<file path="src/hdl/timer_counter_map.vh">
// Register offsets, field positions, reset values and encodings of the timer/counter.
`ifndef TIMER_COUNTER_MAP_VH
`define TIMER_COUNTER_MAP_VH
// Register byte addresses on the Avalon-MM word bus (word index times four).
`define ADDR_COUNT_LOW     5'h00
`define ADDR_HIGH_BUFFER   5'h04
`define ADDR_CONTROL_ZERO  5'h08
`define ADDR_CONTROL_ONE   5'h0c
`define ADDR_IRQ           5'h10
// Control zero fields.
`define CTRL0_ENABLE_BIT   7
`define CTRL0_OUT_BIT      5
`define CTRL0_WIDE_BIT     4
`define CTRL0_POST_HI      3
`define CTRL0_POST_LO      0
// Control one fields.
`define CTRL1_CS_HI        7
`define CTRL1_CS_LO        5
`define CTRL1_ASYNC_BIT    4
`define CTRL1_PRE_HI       3
`define CTRL1_PRE_LO       0
// Interrupt register fields.
`define IRQ_FLAG_BIT       0
`define IRQ_ENABLE_BIT     1
// Reset values.
`define RST_COUNT_LOW      8'h00
`define RST_PERIOD         8'hff
`define RST_CONTROL        8'h00
// Clock source encodings.
`define CS_PIN_TRUE        3'h0
`define CS_PIN_INV         3'h1
`define CS_INSTR           3'h2
`define CS_HF_OSC          3'h3
`define CS_LF_OSC          3'h4
`define CS_RESERVED        3'h5
`define CS_SEC_OSC         3'h6
`define CS_LOGIC_CELL      3'h7
// Instruction clock is the core clock divided by four.
`define INSTR_DIV          4
`endif

</file>
<file path="src/hdl/edge_source.v">
// Clock source selection, optional synchroniser and rising edge detection.
`timescale 1ns/1ps
`include "timer_counter_map.vh"
module edge_source (
  input  wire       core_clk,
  input  wire       rst,
  input  wire [2:0] clock_source_select,
  input  wire       async_input_select,
  input  wire       instr_tick,
  input  wire       routed_input_pin,
  input  wire       hf_osc_in,
  input  wire       lf_osc_in,
  input  wire       sec_osc_in,
  input  wire       logic_cell_in,
  output reg        src_tick
);
  reg  sel_level;
  reg  sync1_reg;
  reg  sync2_reg;
  reg  prev_reg;
  wire now_level;
  wire sync_edge;

  always @* begin
    case (clock_source_select)
      `CS_PIN_TRUE:   sel_level = routed_input_pin;
      `CS_PIN_INV:    sel_level = ~routed_input_pin;
      `CS_HF_OSC:     sel_level = hf_osc_in;
      `CS_LF_OSC:     sel_level = lf_osc_in;
      `CS_SEC_OSC:    sel_level = sec_osc_in;
      `CS_LOGIC_CELL: sel_level = logic_cell_in;
      default:        sel_level = 1'b0;
    endcase
  end

  always @(posedge core_clk or posedge rst) begin
    if (rst) begin
      sync1_reg <= 1'b0;
      sync2_reg <= 1'b0;
      prev_reg  <= 1'b0;
    end else begin
      sync1_reg <= sel_level;
      sync2_reg <= sync1_reg;
      // Sync mode compares levels at successive instruction ticks, so no slow edge is lost.
      if (async_input_select | instr_tick)
        prev_reg <= now_level;
    end
  end

  // Async mode skips the two-stage synchroniser; sync mode edges only count on instruction ticks.
  assign now_level = async_input_select ? sel_level : sync2_reg;
  assign sync_edge = now_level & ~prev_reg;

  always @* begin
    if (clock_source_select == `CS_INSTR)
      src_tick = instr_tick;
    else if (async_input_select)
      src_tick = sync_edge;
    else
      src_tick = sync_edge & instr_tick;
  end
endmodule

</file>
<file path="src/hdl/prescaler.v">
// Power-of-two prescaler producing one tick per selected number of source ticks.
`timescale 1ns/1ps
module prescaler #(
  parameter WIDTH = 15
) (
  input  wire       core_clk,
  input  wire       rst,
  input  wire       clear,
  input  wire       src_tick,
  input  wire [3:0] prescale_select,
  output reg        pre_tick
);
  reg [WIDTH-1:0] count_reg;
  reg [WIDTH-1:0] mask;
  integer i;

  always @* begin
    for (i = 0; i < WIDTH; i = i + 1)
      mask[i] = (i < prescale_select);
  end

  always @(posedge core_clk or posedge rst) begin
    if (rst)
      count_reg <= {WIDTH{1'b0}};
    else if (clear)
      count_reg <= {WIDTH{1'b0}};
    else if (src_tick)
      count_reg <= (count_reg & mask) == mask ? {WIDTH{1'b0}} : count_reg + 1'b1;
  end

  // Ratio is two to the power of the select field; 0000 passes every tick through.
  always @* begin
    pre_tick = src_tick & ((count_reg & mask) == mask);
  end
endmodule

</file>
<file path="src/hdl/timer_counter.v">
// Timer/counter top: Avalon-MM registers, 8/16-bit counter, postscaler and output.
// How it works
// - wide_mode_select picks 8-bit or 16-bit counting.
// - Instruction clock source advances the count once per prescaler output, with one source tick per instruction cycle.
// - Other sources advance on their rising edge or prescaler output.
// - Prescaler divides by powers of two from 1 to 32768.
// - 16-bit: reading low count latches true high byte into buffer.
// - 16-bit: writing low count loads high byte from buffer together.
// - 8-bit: match with period clears count, raises an event, copies period.
// - 8-bit: count and period are read/write; reset gives 00 and FF.
// - Low count or control writes and reset clear pre and postscaler.
// - Prescaler and postscaler counts are never readable or writable.
// - Postscaler divides events by 1 to 16.
// - Async select counts raw edges, also during sleep.
// - Sync mode synchronises input and caps rate at instruction clock.
// - Sleep halts sync mode; async keeps counting and may wake.
// - Events are 8-bit period match or 16-bit wrap from FFFF.
// - Flag sets every postscale plus one events.
// - Enabled flag raises interrupt, and wake request during sleep.
// - Output readable as status bit and driven to other logic.
// - Output toggles every postscale plus one events.
// - Three-bit clock source field selects the counter clock.
// - Enable bit runs the module; clear holds it idle.
// - Source codes: pin, inverted pin, instruction clock, oscillators, cell.
//
// Chosen here: the Avalon-MM register port and the register offsets.
`timescale 1ns/1ps
`include "timer_counter_map.vh"
module timer_counter #(
  parameter PRESCALE_WIDTH = 15
) (
  input  wire        core_clk,
  input  wire        rst,
  input  wire [4:0]  avs_address,
  input  wire        avs_read,
  input  wire        avs_write,
  input  wire [31:0] avs_writedata,
  input  wire [3:0]  avs_byteenable,
  output reg  [31:0] avs_readdata,
  output reg         avs_waitrequest,
  input  wire        sleep_mode,
  input  wire        routed_input_pin,
  input  wire        hf_osc_in,
  input  wire        lf_osc_in,
  input  wire        sec_osc_in,
  input  wire        logic_cell_in,
  output reg         timer_output_signal,
  output reg         irq,
  output reg         wake_req
);
  // ****************************************
  // Registers
  // ****************************************
  reg [7:0]  count_low_reg;
  reg [7:0]  count_high_reg;
  reg [7:0]  high_buffer_period_reg;
  reg [7:0]  period_buffer_reg;
  reg [7:0]  control_reg_zero;
  reg [7:0]  control_reg_one;
  reg        timer_irq_flag_reg;
  reg        timer_irq_enable_reg;
  reg        timer_output_status_reg;
  reg [3:0]  post_count_reg;
  reg [1:0]  instr_div_reg;
  reg        ack_reg;

  wire       timer_enable_bit    = control_reg_zero[`CTRL0_ENABLE_BIT];
  wire       wide_mode_select    = control_reg_zero[`CTRL0_WIDE_BIT];
  wire [3:0] postscale_select    = control_reg_zero[`CTRL0_POST_HI:`CTRL0_POST_LO];
  wire [2:0] clock_source_select = control_reg_one[`CTRL1_CS_HI:`CTRL1_CS_LO];
  wire       async_input_select  = control_reg_one[`CTRL1_ASYNC_BIT];
  wire [3:0] prescale_select     = control_reg_one[`CTRL1_PRE_HI:`CTRL1_PRE_LO];

  // ****************************************
  // Bus decode
  // ****************************************
  wire       req_go  = (avs_read | avs_write) & ~ack_reg;
  wire       wr_go   = req_go & avs_write & avs_byteenable[0];
  wire       rd_go   = req_go & avs_read;
  wire [7:0] wr_byte = avs_writedata[7:0];
  wire       wr_low  = wr_go & (avs_address == `ADDR_COUNT_LOW);
  wire       wr_high = wr_go & (avs_address == `ADDR_HIGH_BUFFER);
  wire       wr_c0   = wr_go & (avs_address == `ADDR_CONTROL_ZERO);
  wire       wr_c1   = wr_go & (avs_address == `ADDR_CONTROL_ONE);
  wire       wr_irq  = wr_go & (avs_address == `ADDR_IRQ);
  wire       rd_low  = rd_go & (avs_address == `ADDR_COUNT_LOW);
  wire       scaler_clear = wr_low | wr_c0 | wr_c1;

  // ****************************************
  // Tick generation
  // ****************************************
  wire instr_tick = (instr_div_reg == 2'h3);
  wire src_tick;
  wire pre_tick;
  // Sync mode freezes in sleep because run masks its ticks; async keeps running.
  wire run = timer_enable_bit & (async_input_select | ~sleep_mode);

  always @(posedge core_clk or posedge rst) begin
    if (rst)
      instr_div_reg <= 2'h0;
    else
      instr_div_reg <= instr_div_reg + 2'h1;
  end

  edge_source u_edge_source (
    .core_clk            (core_clk),
    .rst                 (rst),
    .clock_source_select (clock_source_select),
    .async_input_select  (async_input_select),
    .instr_tick          (instr_tick),
    .routed_input_pin    (routed_input_pin),
    .hf_osc_in           (hf_osc_in),
    .lf_osc_in           (lf_osc_in),
    .sec_osc_in          (sec_osc_in),
    .logic_cell_in       (logic_cell_in),
    .src_tick            (src_tick)
  );

  prescaler #(
    .WIDTH (PRESCALE_WIDTH)
  ) u_prescaler (
    .core_clk        (core_clk),
    .rst             (rst),
    .clear           (scaler_clear),
    .src_tick        (src_tick & run),
    .prescale_select (prescale_select),
    .pre_tick        (pre_tick)
  );

  // ****************************************
  // Counter and events
  // ****************************************
  wire cnt_tick   = pre_tick & run;
  wire match8     = ~wide_mode_select & (count_low_reg == high_buffer_period_reg);
  wire wrap16     = wide_mode_select & (count_low_reg == 8'hff) & (count_high_reg == 8'hff);
  wire event_hit  = cnt_tick & (match8 | wrap16);
  wire post_done  = event_hit & (post_count_reg == postscale_select);

  always @(posedge core_clk or posedge rst) begin
    if (rst) begin
      count_low_reg          <= `RST_COUNT_LOW;
      count_high_reg         <= 8'h00;
      high_buffer_period_reg <= `RST_PERIOD;
      period_buffer_reg      <= `RST_PERIOD;
      control_reg_zero       <= `RST_CONTROL;
      control_reg_one        <= `RST_CONTROL;
      timer_irq_enable_reg   <= 1'b0;
    end else begin
      if (wr_c0)
        control_reg_zero <= wr_byte;
      if (wr_c1)
        control_reg_one <= wr_byte;
      if (wr_irq)
        timer_irq_enable_reg <= wr_byte[`IRQ_ENABLE_BIT];
      if (wr_high)
        high_buffer_period_reg <= wr_byte;
      else if (rd_low & wide_mode_select)
        high_buffer_period_reg <= count_high_reg;
      if (wr_low) begin
        count_low_reg <= wr_byte;
        if (wide_mode_select)
          count_high_reg <= high_buffer_period_reg;
      end else if (cnt_tick) begin
        if (match8) begin
          count_low_reg     <= 8'h00;
          period_buffer_reg <= high_buffer_period_reg;
        end else begin
          count_low_reg <= count_low_reg + 8'h01;
          if (wide_mode_select && count_low_reg == 8'hff)
            count_high_reg <= count_high_reg + 8'h01;
        end
      end
    end
  end

  // ****************************************
  // Postscaler, flag and output
  // ****************************************
  always @(posedge core_clk or posedge rst) begin
    if (rst) begin
      post_count_reg          <= 4'h0;
      timer_output_status_reg <= 1'b0;
      timer_irq_flag_reg      <= 1'b0;
    end else begin
      if (scaler_clear)
        post_count_reg <= 4'h0;
      else if (post_done)
        post_count_reg <= 4'h0;
      else if (event_hit)
        post_count_reg <= post_count_reg + 4'h1;
      if (post_done)
        timer_output_status_reg <= ~timer_output_status_reg;
      // A flag event in the clearing cycle wins over the clear.
      if (post_done)
        timer_irq_flag_reg <= 1'b1;
      else if (wr_irq && !wr_byte[`IRQ_FLAG_BIT])
        timer_irq_flag_reg <= 1'b0;
    end
  end

  always @(posedge core_clk or posedge rst) begin
    if (rst) begin
      timer_output_signal <= 1'b0;
      irq                 <= 1'b0;
      wake_req            <= 1'b0;
    end else begin
      timer_output_signal <= timer_output_status_reg;
      irq                 <= timer_irq_flag_reg & timer_irq_enable_reg;
      wake_req            <= timer_irq_flag_reg & timer_irq_enable_reg & sleep_mode;
    end
  end

  // ****************************************
  // Bus answer
  // ****************************************
  always @(posedge core_clk or posedge rst) begin
    if (rst) begin
      ack_reg         <= 1'b0;
      avs_waitrequest <= 1'b1;
      avs_readdata    <= 32'h0000_0000;
    end else begin
      ack_reg         <= req_go;
      avs_waitrequest <= ~req_go;
      if (rd_go) begin
        case (avs_address)
          `ADDR_COUNT_LOW:            avs_readdata <= {24'h0, count_low_reg};
          `ADDR_HIGH_BUFFER:          avs_readdata <= {24'h0, high_buffer_period_reg};
          `ADDR_CONTROL_ZERO:         avs_readdata <= {24'h0, timer_enable_bit, 1'b0,
                                                     timer_output_status_reg, wide_mode_select,
                                                     postscale_select};
          `ADDR_CONTROL_ONE:          avs_readdata <= {24'h0, control_reg_one};
          `ADDR_IRQ:                  avs_readdata <= {30'h0, timer_irq_enable_reg,
                                                     timer_irq_flag_reg};
          default:                    avs_readdata <= 32'h0000_0000;
        endcase
      end
    end
  end
endmodule

</file>
<file path="config.mk">
export PLATFORM = sky130hd
export DESIGN_NAME = timer_counter
export DESIGN_NICKNAME = d
export VERILOG_FILES = /design/src/hdl/edge_source.v /design/src/hdl/prescaler.v /design/src/hdl/timer_counter.v
export VERILOG_INCLUDE_DIRS = /design/src /design/src/hdl
export SDC_FILE = /design/constraint.sdc
export NUM_CORES = 1
export LEC_CHECK = 0
export BUFFER_PORTS_ARGS = -buffer_cell sky130_fd_sc_hd__buf_4
export CAP_MARGIN = 10
export CORE_MARGIN = 3
export CORE_UTILIZATION = 45
export CTS_CLUSTER_DIAMETER = 200
export CTS_CLUSTER_SIZE = 16
export DETAILED_ROUTE_END_ITERATION = 10
export PLACE_DENSITY = 0.77
export SETUP_SLACK_MARGIN = 0.15
export SLEW_MARGIN = 20
export SYNTH_ARGS = -nofsm -noshare
export SYNTH_HDL_FRONTEND = slang
export SYNTH_SLANG_ARGS = --single-unit
</file>
<file path="constraint.sdc">
create_clock -name core_clk -period 3.8 [get_ports core_clk]
set_input_delay 0.57 -clock core_clk [delete_from_list [all_inputs] [get_ports core_clk]]
set_output_delay 0.57 -clock core_clk [all_outputs]
set_load 0.01 [all_outputs]
</file>
==> results.cfg <==
[cts]
cts_made_buffers = 9
post_cts_buffers = 0
clk_pin_slew_ps = 90
htree_levels = 3
cts_root_buf = clkbuf_8
clk_path_buf_depth = 2
clock_latency_ps = 360
cts_resized = 0
clkSinkCount = 78
cts.hold.buffers_added = 0
cts_tree = built

[setup_path]
critPathLaunchType = register
max_stage_delay_ps = 880
slowest_stage = o2111a_1
r2r_cells = 7
required_ps = 4060
r2r_slack_ps = 1010
arrival_ps = 3050
end_kind = register
crit_family = compound AO/OA/AOI/OAI gates
timing.rr.end = count_high_reg[6]
r2r_start = control_reg_one[1]
path_cells = o21ba_1, o31a_1, o21ai_2, o2111a_1, buf_4, nand4_1, and3_1
crit_fanout = 30
critPathBufInv = 1
worstSetupPathType = register to register

[placed_design]
port_buffers = 35
gp_congestion = 0.905
placed_cell_area_sq_um = 5120
dp_hpwl_um = 8420

[floorplanning]
num_rows = 37
die_w_um = 110
ios = 87
die_h_um = 110
dieArea_sq_um = 12100
initial_core_util = 0.468
coreArea_sq_um = 10400

[global_routing]
grt_first_pass_wirelength_um = 18800
grt_max_degree = 55
grt_use_total = 0.198
grt_antenna_before_repair = 0
grt-ovfl-total = 0
grt_pass1_vias = 3735

[synth]
synth_warnings = 0
ys.flop_type = dfrtp_1
syn_area_per_cell_sq_um = 9.62
synth-edff-count = 0
async_reset_ff_frac = 1.00
ys_seq_area_frac = 0.402
synth_cell_types = 72
synth_cells = 507
syn_area_sq_um = 4880
ys_seq_elements = 78

[finish]
largest_register_ffs = 15
drive_gt1_frac = 0.176
fillers = 927
area_growth_pct = 9.85
nNetsFinal = 590
diodes = 0
fin_area_sq_um = 5360

[sta]
period_share = 0.734
rsz0062_at_grt = no
hold_violations = 0
worst_pin_slew_ps = 997
setup_violations = 0
finalSetupTns_ps = 0
final-max-slew-violation-count = 0
slew_headroom = 0.335
skew_ps = 14.6
hold_slack_ps = 365
min_period_ps = 2790
fmax_mhz = 359

[routing]
wl_per_cell_um = 17.4
drt_pass1_iterations = 6
vias = 4078
ant_nets = 0
drc = 0
drt_wl_total_um = 11700
vias_per_cell = 6.04
first_iter_violations = 320

[pwr]
power.density_nw_per_um2 = 370
ir_worst_vdd_mv = 0.230
leakage_nw = 2.39
p_total_mw = 1.98

[flow_run]
cap_violations = 0

[outcome]
status = finished, final reports clean

[min_path]
worstHoldPathType = input port to async pin
synthesized netlist by cell type (3+ instances only):
| library cell | instances | area share |
|---|---|---|
| a21oi_1 | 17 | 0.017 |
| a221o_1 | 3 | 0.0062 |
| a22o_1 | 9 | 0.016 |
| a31oi_1 | 13 | 0.017 |
| and2_1 | 5 | 0.0064 |
| and3_1 | 15 | 0.019 |
| buf_2 | 9 | 0.0092 |
| buf_4 | 24 | 0.037 |
| buf_6 | 5 | 0.012 |
| clkbuf_1 | 9 | 0.0069 |
| dfrtp_1 | 69 | 0.35 |
| dfstp_2 | 9 | 0.048 |
| ha_1 | 5 | 0.013 |
| inv_1 | 10 | 0.0077 |
| mux2_1 | 8 | 0.018 |
| mux2_2 | 6 | 0.014 |
| mux2i_1 | 20 | 0.041 |
| mux4_2 | 5 | 0.023 |
| nand2_1 | 53 | 0.041 |
| nand2b_1 | 7 | 0.0090 |
| nand3_1 | 34 | 0.035 |
| nand3b_1 | 6 | 0.0092 |
| nand4_1 | 6 | 0.0077 |
| nor2_1 | 30 | 0.023 |
| nor2b_1 | 5 | 0.0064 |
| nor3_1 | 8 | 0.0082 |
| nor4_1 | 5 | 0.0064 |
| nor4_4 | 4 | 0.017 |
| o211ai_1 | 3 | 0.0046 |
| o21ai_0 | 12 | 0.012 |
| o21ai_1 | 16 | 0.016 |
| o22a_1 | 3 | 0.0054 |
| o22ai_1 | 5 | 0.0064 |
| o2bb2ai_1 | 4 | 0.0072 |
| or2_2 | 3 | 0.0038 |
| or3_1 | 5 | 0.0064 |
| xnor2_1 | 5 | 0.0090 |
| xor2_1 | 8 | 0.014 |
worst max-delay path by stage:
stage	from	endpoint	slack, ps	cells after the start
after floorplan	rst	ack_reg	1250	1
after global placement	routed_input_pin	count_high_reg[5]	1010	7
after detailed placement	routed_input_pin	count_high_reg[6]	920	7
after CTS	control_reg_one[1]	count_high_reg[6]	1030	7
after global routing	control_reg_one[6]	count_high_reg[5]	860	6
final	control_reg_one[1]	count_high_reg[6]	1010	7
cells in the final DEF, fill, tap and decap left out, types with 9 or more instances in the layout:
master	count
a31oi_1	13
nand3_1	34
dfrtp_1	69
a22o_1	9
o21ai_1	16
clkbuf_8	9
inv_1	9
conb_1	24
a21oi_1	17
o21ai_0	12
mux2i_1	20
buf_4	41
nand2_1	53
dfstp_2	9
and3_1	15
nor2_1	30
power by group:
group	switching (mW)	total (mW)	internal [mW]
combinational	0.146	0.261	0.114
clock	0.319	0.755	0.435
sequential	0.0808	0.970	0.889
area by class of cell:
| class | count | area, sq um | share of cell area |
|---|---|---|---|
| multi-input combinational | 393 | 2640 | 0.492 |
| sequential | 78 | 1960 | 0.366 |
| timing repair buffer | 41 | 308 | 0.0574 |
| tap | 136 | 170 | 0.0318 |
| clock buffer | 10 | 128 | 0.0238 |
| clock inverter | 6 | 110 | 0.0205 |
| inverter | 11 | 42.5 | 0.00794 |
metrics by stage:
step                      instances  setup slack, ps   util
final                           675             1010  0.514
after global routing            675              856  0.514
after CTS                       675             1030  0.514
after detailed placement        659              924  0.492
after global placement          659             1010  0.492
after floorplan                 530             1250      -
kinds of logic after synthesis:
logic type,share of synthesized area
other,0.000769
DFF,0.402
muxes,0.0964
and+or+nand+nor,0.227
AOI/OAI and AO/OA,0.163
adders and majority gates,0.0128
buffers and inverters,0.0746
xor gates and xnor gates,0.0233
per-layer routing:
metal	GRT usage	routed length, um	vias to the layer above
met5	0	0	-
met4	0.0792	231	0
met3	0.0285	814	19
met2	0.336	5830	198
met1	0.254	4860	1986
li1	-	-	1875
worst reg2reg max path, cell delays in order, from the launching register on:
cell and delay, ps:
dfrtp_1 490, o21ba_1 210, o31a_1 290, o21ai_2 220, o2111a_1 880, buf_4 310
nand4_1 90, and3_1 200
Note: power is estimated with default switching activity, not from simulation.
